### src/verilog/flash_rewrite_defines.svh
// Register indices, bit positions, reset values and timing counts of the flash rewrite control
`ifndef FLASH_REWRITE_DEFINES_SVH
`define FLASH_REWRITE_DEFINES_SVH

// Register indices; the byte address on the bus is four times the index
`define FLASH_STATUS_IDX       10'h1b2
`define FLASH_CONTROL_ZERO_IDX 10'h1b4

// Status bit positions
`define ST_RDY_IRQ   0
`define ST_ACC_ERR   1
`define ST_LOCK      2
`define ST_UNUSED    3
`define ST_PROG_ERR  4
`define ST_ERASE_ERR 5
`define ST_SUSPEND   6
`define ST_READY     7

// Control bit positions
`define CT_REWRITE   1
`define CT_SUBMODE   2
`define CT_STOP      3
`define CT_SEQ_RST   4
`define CT_ERR_IE    5
`define CT_ACC_IE    6
`define CT_RDY_IE    7

// Reset values
`define CONTROL_RESET 8'h00
`define LOCK_RESET    1'b1

// Timing
`define CLK_PERIOD_NS   25
`define TERM_DELAY_NS   1000
`define POWER_DELAY_NS  1000
`define TERM_CYC  ((`TERM_DELAY_NS + `CLK_PERIOD_NS - 1) / `CLK_PERIOD_NS)
`define POWER_CYC ((`POWER_DELAY_NS + `CLK_PERIOD_NS - 1) / `CLK_PERIOD_NS)

`endif

### src/verilog/flash_rewrite_pkg.sv
// Types shared between the flash rewrite control and the flash sequencer core
package flash_rewrite_pkg;

  // Events from the sequencer core, each a one-cycle pulse except lock_bit
  typedef struct packed {
    logic cmd_start;
    logic cmd_done;
    logic lock_upd;
    logic lock_bit;
    logic prog_err;
    logic erase_err;
    logic blank_err;
    logic cmd_err;
    logic suspend_ack;
    logic suspend_exit;
    logic clr_status;
    logic busy_area_acc;
    logic dflash_rd_rom;
  } seq_evt_t;

  // Controls toward the sequencer core
  typedef struct packed {
    logic rewrite_enable;
    logic submode_select;
    logic flash_stopped;
    logic seq_abort;
  } seq_ctl_t;

  typedef enum logic [1:0] {
    ST_IDLE,
    ST_CMD,
    ST_ABORT,
    ST_POWER
  } seq_state_t;

endpackage : flash_rewrite_pkg

### src/verilog/arm_bit.sv
// Control bit that is set only by a write of 0 immediately followed by a write of 1
`timescale 1ns/10ps
module arm_bit (
  input  wire logic clk_i,
  input  wire logic rst_i,
  input  wire logic ce_i,
  input  wire logic wr_i,
  input  wire logic other_wr_i,
  input  wire logic bit_i,
  output logic      val_o
);
  logic armed_r;

  always_ff @(posedge clk_i) begin
    if (rst_i) begin
      armed_r <= 1'b0;
      val_o   <= 1'b0;
    end else if (ce_i) begin
      if (wr_i) begin
        armed_r <= ~bit_i;
        if (!bit_i)
          val_o <= 1'b0;
        else if (armed_r)
          val_o <= 1'b1;
      end else if (other_wr_i) begin
        armed_r <= 1'b0;
      end
    end
  end
endmodule : arm_bit

### src/verilog/flash_rewrite_status_control.sv
// Status and control registers of the flash rewrite sequencer, with a classic Wishbone slave
//
// Functional notes
// - Ready flag reads busy during any command, forced stop, flash stop or wake.
// - Suspend flag is one only while an acknowledged erase-suspend is pending.
// - Program error flag records an automatic programming failure.
// - Erase error flag records an erase or blank check failure.
// - A command error sets both error flags.
// - With ready interrupt enabled, every busy-to-ready change sets ready request flag.
// - Software cannot set the ready request flag; writing zero clears it.
// - With access interrupt enabled, touching the busy area sets the access error flag.
// - Reading data flash during program ROM rewrite also sets access error.
// - With error interrupt enabled, any command error sets the access error flag.
// - Access error clears by writing zero or clear status; writing one does nothing.
// - Lock monitor captures lock state at command completion and holds it.
// - Status bit 3 always reads zero.
// - Control bit 1 enables rewrite mode; bit 2 selects the second sub-mode.
// - Rewrite enable and sub-mode set only by write 0 then immediately write 1.
// - Flash stop bit acts only in rewrite mode; software sets it while ready.
// - Sequence reset honoured only in rewrite mode while busy.
// - Control bits 5, 6, 7 enable error, access and ready interrupts; reset zero.
// - Suspend clears as soon as a forced stop is accepted; after the termination delay the command ends, reads resume.
`timescale 1ns/10ps
`include "flash_rewrite_defines.svh"
module flash_rewrite_status_control #(
  parameter int CNT_W = 8
) (
  input  wire logic                        clk_i,
  input  wire logic                        rst_i,
  input  wire logic                        ce_i,
  input  wire logic                        wb_cyc_i,
  input  wire logic                        wb_stb_i,
  input  wire logic                        wb_we_i,
  input  wire logic [11:0]                 wb_adr_i,
  input  wire logic [3:0]                  wb_sel_i,
  input  wire logic [31:0]                 wb_dat_i,
  output logic      [31:0]                 wb_dat_o,
  output logic                             wb_ack_o,
  input  wire flash_rewrite_pkg::seq_evt_t evt_i,
  output flash_rewrite_pkg::seq_ctl_t      ctl_o,
  output logic                             irq_o
);
  import flash_rewrite_pkg::*;

  localparam logic [CNT_W-1:0] TERM_CYC  = CNT_W'(`TERM_CYC);
  localparam logic [CNT_W-1:0] POWER_CYC = CNT_W'(`POWER_CYC);
  localparam int               TERM_GAP  = `TERM_CYC - 8;

  seq_state_t       state_r;
  logic [CNT_W-1:0] cnt_r;
  logic             stopped_r;
  logic             rdy_q_r;
  logic             suspend_r;
  logic             prog_err_r;
  logic             erase_err_r;
  logic             lock_r;
  logic             rdy_irq_r;
  logic             acc_err_r;
  logic             stop_r;
  logic             err_ie_r;
  logic             acc_ie_r;
  logic             rdy_ie_r;
  logic             abort_r;
  logic             ack_r;
  logic [31:0]      dat_r;
  logic [1:0]       armed_val;

  logic       hit;
  logic       wr;
  logic       wr_st;
  logic       wr_ct;
  logic       sel_st;
  logic       sel_ct;
  logic       ready;
  logic       stop_eff;
  logic       abort_req;
  logic       rdy_evt;
  logic       acc_set;
  logic [7:0] st_byte;
  logic [7:0] ct_byte;

  // Bus decode
  assign hit    = wb_cyc_i & wb_stb_i & ~ack_r;
  assign sel_st = (wb_adr_i[11:2] == `FLASH_STATUS_IDX);
  assign sel_ct = (wb_adr_i[11:2] == `FLASH_CONTROL_ZERO_IDX);
  assign wr     = hit & wb_we_i & wb_sel_i[0];
  assign wr_st  = wr & sel_st;
  assign wr_ct  = wr & sel_ct;

  assign ready    = (state_r == ST_IDLE);
  assign stop_eff = stop_r & armed_val[0];
  assign abort_req = wr_ct & wb_dat_i[`CT_SEQ_RST] & armed_val[0] & ~ready
                     & (state_r != ST_ABORT);
  assign rdy_evt  = rdy_ie_r & ready & ~rdy_q_r;
  assign acc_set  = (acc_ie_r & ~ready & evt_i.busy_area_acc)
                  | (acc_ie_r & ~ready & evt_i.dflash_rd_rom)
                  | (err_ie_r & (evt_i.cmd_err | evt_i.erase_err
                                 | evt_i.blank_err | evt_i.prog_err));

  always_comb begin
    st_byte = 8'h00;
    st_byte[`ST_RDY_IRQ]   = rdy_irq_r;
    st_byte[`ST_ACC_ERR]   = acc_err_r;
    st_byte[`ST_LOCK]      = lock_r;
    st_byte[`ST_UNUSED]    = 1'b0;
    st_byte[`ST_PROG_ERR]  = prog_err_r;
    st_byte[`ST_ERASE_ERR] = erase_err_r;
    st_byte[`ST_SUSPEND]   = suspend_r;
    st_byte[`ST_READY]     = ready;
  end

  always_comb begin
    ct_byte = 8'h00;
    ct_byte[`CT_REWRITE] = armed_val[0];
    ct_byte[`CT_SUBMODE] = armed_val[1];
    ct_byte[`CT_STOP]    = stop_r;
    ct_byte[`CT_SEQ_RST] = 1'b0;
    ct_byte[`CT_ERR_IE]  = err_ie_r;
    ct_byte[`CT_ACC_IE]  = acc_ie_r;
    ct_byte[`CT_RDY_IE]  = rdy_ie_r;
  end

  // Wishbone answer: one wait state, unmapped addresses read zero, and a write to them only cancels a pending write of 0 to the arm bits
  always_ff @(posedge clk_i) begin
    if (rst_i) begin
      ack_r <= 1'b0;
      dat_r <= 32'h0000_0000;
    end else if (ce_i) begin
      ack_r <= hit;
      if (hit)
        dat_r <= sel_st ? {24'h00_0000, st_byte} :
                 sel_ct ? {24'h00_0000, ct_byte} : 32'h0000_0000;
    end
  end

  assign wb_ack_o = ack_r;
  assign wb_dat_o = dat_r;

  // Rewrite enable and sub-mode select
  for (genvar g = 0; g < 2; g++) begin : g_arm
    arm_bit u_arm (
      .clk_i      (clk_i),
      .rst_i      (rst_i),
      .ce_i       (ce_i),
      .wr_i       (wr_ct),
      .other_wr_i (wr_st | (hit & wb_we_i & ~sel_ct)),
      .bit_i      (wb_dat_i[`CT_REWRITE + g]),
      .val_o      (armed_val[g])
    );
  end

  // Plain control bits
  always_ff @(posedge clk_i) begin
    if (rst_i) begin
      {rdy_ie_r, acc_ie_r, err_ie_r} <= 3'b000;
      stop_r                          <= 1'b0;
    end else if (ce_i && wr_ct) begin
      rdy_ie_r <= wb_dat_i[`CT_RDY_IE];
      acc_ie_r <= wb_dat_i[`CT_ACC_IE];
      err_ie_r <= wb_dat_i[`CT_ERR_IE];
      stop_r   <= wb_dat_i[`CT_STOP];
    end
  end

  // Sequencer busy state
  always_ff @(posedge clk_i) begin
    if (rst_i) begin
      state_r   <= ST_IDLE;
      cnt_r     <= '0;
      stopped_r <= 1'b0;
    end else if (ce_i) begin
      if (abort_req) begin
        state_r <= ST_ABORT;
        cnt_r   <= TERM_CYC;
      end else begin
        case (state_r)
          ST_IDLE: begin
            if (stop_eff != stopped_r) begin
              state_r <= ST_POWER;
              cnt_r   <= POWER_CYC;
            end else if (evt_i.cmd_start && armed_val[0] && !stopped_r) begin
              state_r <= ST_CMD;
            end
          end
          ST_CMD: begin
            if (evt_i.cmd_done || evt_i.suspend_ack)
              state_r <= ST_IDLE;
          end
          ST_ABORT: begin
            if (cnt_r <= 1)
              state_r <= ST_IDLE;
            else
              cnt_r <= cnt_r - 1'b1;
          end
          ST_POWER: begin
            if (cnt_r <= 1) begin
              stopped_r <= stop_eff;
              state_r   <= ST_IDLE;
            end else begin
              cnt_r <= cnt_r - 1'b1;
            end
          end
          default: state_r <= ST_IDLE;
        endcase
      end
    end
  end

  // Ready history and abort pulse
  always_ff @(posedge clk_i) begin
    if (rst_i) begin
      rdy_q_r <= 1'b1;
      abort_r <= 1'b0;
    end else if (ce_i) begin
      rdy_q_r <= ready;
      abort_r <= abort_req;
    end
  end

  // Erase-suspend status
  always_ff @(posedge clk_i) begin
    if (rst_i)
      suspend_r <= 1'b0;
    else if (ce_i) begin
      if (abort_req)
        suspend_r <= 1'b0;
      else if (state_r == ST_CMD && evt_i.suspend_ack)
        suspend_r <= 1'b1;
      else if (evt_i.suspend_exit)
        suspend_r <= 1'b0;
    end
  end

  // Error flags, cleared by the clear status command; a new error wins
  always_ff @(posedge clk_i) begin
    if (rst_i) begin
      prog_err_r  <= 1'b0;
      erase_err_r <= 1'b0;
    end else if (ce_i) begin
      if (evt_i.prog_err || evt_i.cmd_err)
        prog_err_r <= 1'b1;
      else if (evt_i.clr_status)
        prog_err_r <= 1'b0;
      if (evt_i.erase_err || evt_i.blank_err || evt_i.cmd_err)
        erase_err_r <= 1'b1;
      else if (evt_i.clr_status)
        erase_err_r <= 1'b0;
    end
  end

  // Lock monitor
  always_ff @(posedge clk_i) begin
    if (rst_i)
      lock_r <= `LOCK_RESET;
    else if (ce_i && state_r == ST_CMD && evt_i.cmd_done && evt_i.lock_upd)
      lock_r <= evt_i.lock_bit;
  end

  // Interrupt request flags; hardware set wins over a clear in the same cycle
  always_ff @(posedge clk_i) begin
    if (rst_i) begin
      rdy_irq_r <= 1'b0;
      acc_err_r <= 1'b0;
    end else if (ce_i) begin
      if (rdy_evt)
        rdy_irq_r <= 1'b1;
      else if (wr_st && !wb_dat_i[`ST_RDY_IRQ])
        rdy_irq_r <= 1'b0;
      if (acc_set)
        acc_err_r <= 1'b1;
      else if (evt_i.clr_status || (wr_st && !wb_dat_i[`ST_ACC_ERR]))
        acc_err_r <= 1'b0;
    end
  end

  assign irq_o = rdy_irq_r | acc_err_r;

  always_comb begin
    ctl_o                = '0;
    ctl_o.rewrite_enable = armed_val[0];
    ctl_o.submode_select = armed_val[1];
    ctl_o.flash_stopped  = stopped_r;
    ctl_o.seq_abort      = abort_r;
  end
endmodule : flash_rewrite_status_control

### config.mk
export PLATFORM = sky130hd
export DESIGN_NAME = flash_rewrite_status_control
export DESIGN_NICKNAME = d
export VERILOG_FILES = /design/src/verilog/flash_rewrite_pkg.sv /design/src/verilog/arm_bit.sv /design/src/verilog/flash_rewrite_status_control.sv
export VERILOG_INCLUDE_DIRS = /design/src /design/src/verilog
export SDC_FILE = /design/constraint.sdc
export NUM_CORES = 1
export LEC_CHECK = 0
export BUFFER_PORTS_ARGS = -buffer_cell sky130_fd_sc_hd__buf_2
export CAP_MARGIN = 20
export CORE_UTILIZATION = 40
export DETAILED_ROUTE_END_ITERATION = 6
export PLACE_DENSITY = 0.73
export SLEW_MARGIN = 25
export SYNTH_ARGS = -nofsm -noshare
export SYNTH_HDL_FRONTEND = slang
export SYNTH_SLANG_ARGS = --single-unit
### constraint.sdc
create_clock -name clk_i -period 2.8 [get_ports clk_i]
set_input_delay 0.14 -clock clk_i [delete_from_list [all_inputs] [get_ports clk_i]]
set_output_delay 0.14 -clock clk_i [all_outputs]
set_load 0.1 [all_outputs]
==> qor.txt <==
status = finished, final reports clean
kind of critical path = register to register
Yosys warnings = 0
Clock Latency Late Sink = 290 ps
Final Skew = 8.34 ps
placed wire-length estimate = 3350 um
number of antenna diodes = 0
worst reg2reg path startpoint = cnt_r[2]
unrepaired setup endpoints after global routing = no
initial core utilization = 42.0%
fraction of synthesis flops using an asynchronous set or reset pin = 0%
Top FF cell, synth = sky130_fd_sc_hd__dfxtp_1
type of the tightest min-delay check = input port to register
chip height = 72.7 um
cell at the root of the clock tree = sky130_fd_sc_hd__clkbuf_8
Routed Antenna Nets = 0
post-synthesis instance total = 249
WHS Path Cells = 3
element type at the critical path start = register
vias per cell = 5.14
post-CTS setup-driven buffer insertion count = 0
number of cell instances on the worst register-to-register path = 6
crit-path max FO = 6
number of distinct library cells after synthesis = 49
die width = 72.7 um
total standard cell area after synthesis = 2000 um2
clock slew at reported path FFs = 70 ps
global-route usage over all layers = 18.0%
Hold Fails Final Rpt = 0
mean area per synthesized cell = 8.02 um2
min cycle time layout = 2150 ps
number of top-level pins = 105
number of enable flip-flop cells after synthesis = 0
total design power = 0.00114 W
leakage dissipation = 0.997 nW
via total after detailed routing = 1875
global-route wire length before repair = 7270 um
total clock sinks = 36
worst hold path endpoint = lock_r
TritonCTS clock tree = yes
R2R Setup Slk = 650 ps
measured slew at the worst slew-check pin = 599 ps
maximum buffer depth of the clock tree = 2
CTS Hold Buffers Added = 0
routability cong. = 0.792
synthesis-stage register bit count = 36
area of the die = 5280 um2
max-slew violation count = 0
max-capacitance violation count = 0
maximum clock frequency = 465 MHz
number of port buffers = 51
number of nets in the layout = 366
CTS H-tree lvls = 2
number of remaining DRC errors = 0
category of the worst setup path capture point = register
number of global-route vias before repair = 1535
worst supply voltage drop on vdd = 0.236 mV
TritonCTS Buffers = 5
initial antenna violation count = 0
Critical Path AT = 2300 ps
average wire length per cell after detail routing = 12.4 um
share of synthesized area occupied by flip-flops and latches = 36.1%
Resize count post-CTS = 0
cell row count = 25
required time worst endpoint = 2950 ps
power per unit of standard cell area = 499 nW/um2
fraction of final layout cells with drive strength greater than 1 = 23.5%
area growth from synthesis to layout = 14.8%
Finish-stage setup viols = 0
total global routing overflow = 0
routed wire length = 4510 um
headroom to the max-slew limit = 60.1%
reg-to-reg critical path endpoint = cnt_r[3]
crit share post-route = 76.8%
maximum number of pins on one net before global-route repair = 34
floorplan core area = 4750 um2
drt first pass iters = 4
hold path startpoint = evt_i[9]
number of DRC markers after the initial detailed-route iteration = 118
final sum of negative setup slack = 0 ps
==> layout by cell type, fill, tap and decap left out, types with 4 or more instances in the layout <==
cell                       count
sky130_fd_sc_hd__a21oi_1      19
sky130_fd_sc_hd__nor2_1       33
sky130_fd_sc_hd__clkbuf_8      6
sky130_fd_sc_hd__a221oi_1      5
sky130_fd_sc_hd__conb_1       24
sky130_fd_sc_hd__nor4_1        4
sky130_fd_sc_hd__nand3_1       8
sky130_fd_sc_hd__xor2_1        5
sky130_fd_sc_hd__nand2b_1      4
sky130_fd_sc_hd__dfxtp_1      36
sky130_fd_sc_hd__nand2_1      26
sky130_fd_sc_hd__buf_2        51
sky130_fd_sc_hd__o21ai_0       9
sky130_fd_sc_hd__nor3_1       13
==> registers in the layout (all words and copies together), names as in the netlist <==
signal / cells
state_r: 2
err_ie_r: 1
stopped_r: 1
abort_r: 1
rdy_irq_r: 1
acc_err_r: 1
g_arm.u_arm.armed_r: 2
wb_ack_o: 1
lock_r: 1
prog_err_r: 1
g_arm.u_arm.val_o: 2
wb_dat_o: 8
stop_r: 1
rdy_q_r: 1
rdy_ie_r: 1
cnt_r: 8
suspend_r: 1
erase_err_r: 1
acc_ie_r: 1
==> metrics by stage <==
stage / cells / instance area [um2] / hold slack [ps] / setup slack (ps) / util, %
finish: 365 / 2290 / 61.7 / 649 / 48.3
global route: 365 / 2290 / 71.3 / 487 / 48.3
CTS: 365 / 2290 / 58.7 / 661 / 48.3
detailed placement: 357 / 2200 / 368 / 674 / 46.3
global placement: 357 / 2200 / 354 / 670 / 46.3
floorplan: 272 / 2080 / 241 / 611 / -
==> cells by family (layout without fill, tap and decap cells) <==
family,after synthesis,in the layout,synth area share [%]
AO/OA/AOI/OAI,54,54,18.7
multiplexers,3,3,1.50
AND/OR/NAND/NOR,109,109,27.2
XOR/XNOR,5,5,2.19
flip-flops,36,36,36.1
buffers and inverters,39,65,12.8
adder cells (fa/ha/maj),2,2,1.25
other,1,24,0.188
==> where the power goes <==
part | internal [W] | total (W) | leakage (nW) | switching [W]
combinational | 0.0000326 | 0.000241 | 0.661 | 0.000208
sequential | 0.000518 | 0.000521 | 0.291 | 0.00000317
clock | 0.000200 | 0.000383 | 0.0445 | 0.000183
total | 0.000750 | 0.00114 | 0.997 | 0.000394
==> final cells by class <==
class,count,area [um2]
clock buffer,7,86.3
clock inverter,1,7.51
fill,493,2460
inverter,3,11.3
multi-input combinational,197,1110
sequential,36,721
tap,67,83.8
timing repair buffer,54,278
==> worst max-delay path by stage <==
| stage | start | endpoint | slack [ps] | depth (start not counted) |
|---|---|---|---|---|
| 2_1_floorplan | wb_ack_o | state_r[0] | 610 | 7 |
| 3_3_place_gp | cnt_r[2] | cnt_r[3] | 670 | 6 |
| 5_1_grt | cnt_r[2] | cnt_r[3] | 490 | 6 |
| 3_5_place_dp | cnt_r[2] | cnt_r[3] | 670 | 6 |
| 4_1_cts | cnt_r[2] | cnt_r[3] | 660 | 6 |
| 6_report | cnt_r[2] | cnt_r[3] | 650 | 6 |
==> metal layers <==
layer,track usage [%],share of wire (%)
met2,25.4,46
met4,8.71,2.3
met5,0,0
met1,25.2,44
met3,4.83,8.0
==> critical path, stage by stage, from the launching register on <==
cell and delay (ps):
sky130_fd_sc_hd__dfxtp_1 350, sky130_fd_sc_hd__or4_4 600, sky130_fd_sc_hd__o41ai_4 440, sky130_fd_sc_hd__nand2_2 170
sky130_fd_sc_hd__o21ai_0 220, sky130_fd_sc_hd__xor2_1 170, sky130_fd_sc_hd__a21oi_1 70
==> Yosys cell counts (all sizes together), types with 2 or more instances <==
library cell | n | area [um2]
inv | 3 | 11.3
nand4 | 3 | 18.8
clkbuf | 6 | 22.5
nand4b | 2 | 17.5
o31ai | 2 | 15.0
nor3b | 2 | 15.0
o31a | 2 | 17.5
mux2i | 3 | 30.0
a2bb2oi | 2 | 17.5
buf | 30 | 223
a221oi | 5 | 43.8
nand2 | 27 | 104
nand3 | 8 | 40.0
a21oi | 19 | 95.1
xor2 | 5 | 43.8
or2 | 3 | 18.8
dfxtp | 36 | 721
nand2b | 4 | 25.0
nor2 | 33 | 124
o211ai | 2 | 20.0
nor4 | 5 | 46.3
o21a | 2 | 15.0
a22oi | 2 | 15.0
o21ai | 10 | 50.0
ha | 2 | 25.0
nor3 | 13 | 65.1
(Power assumes the default switching activity.)
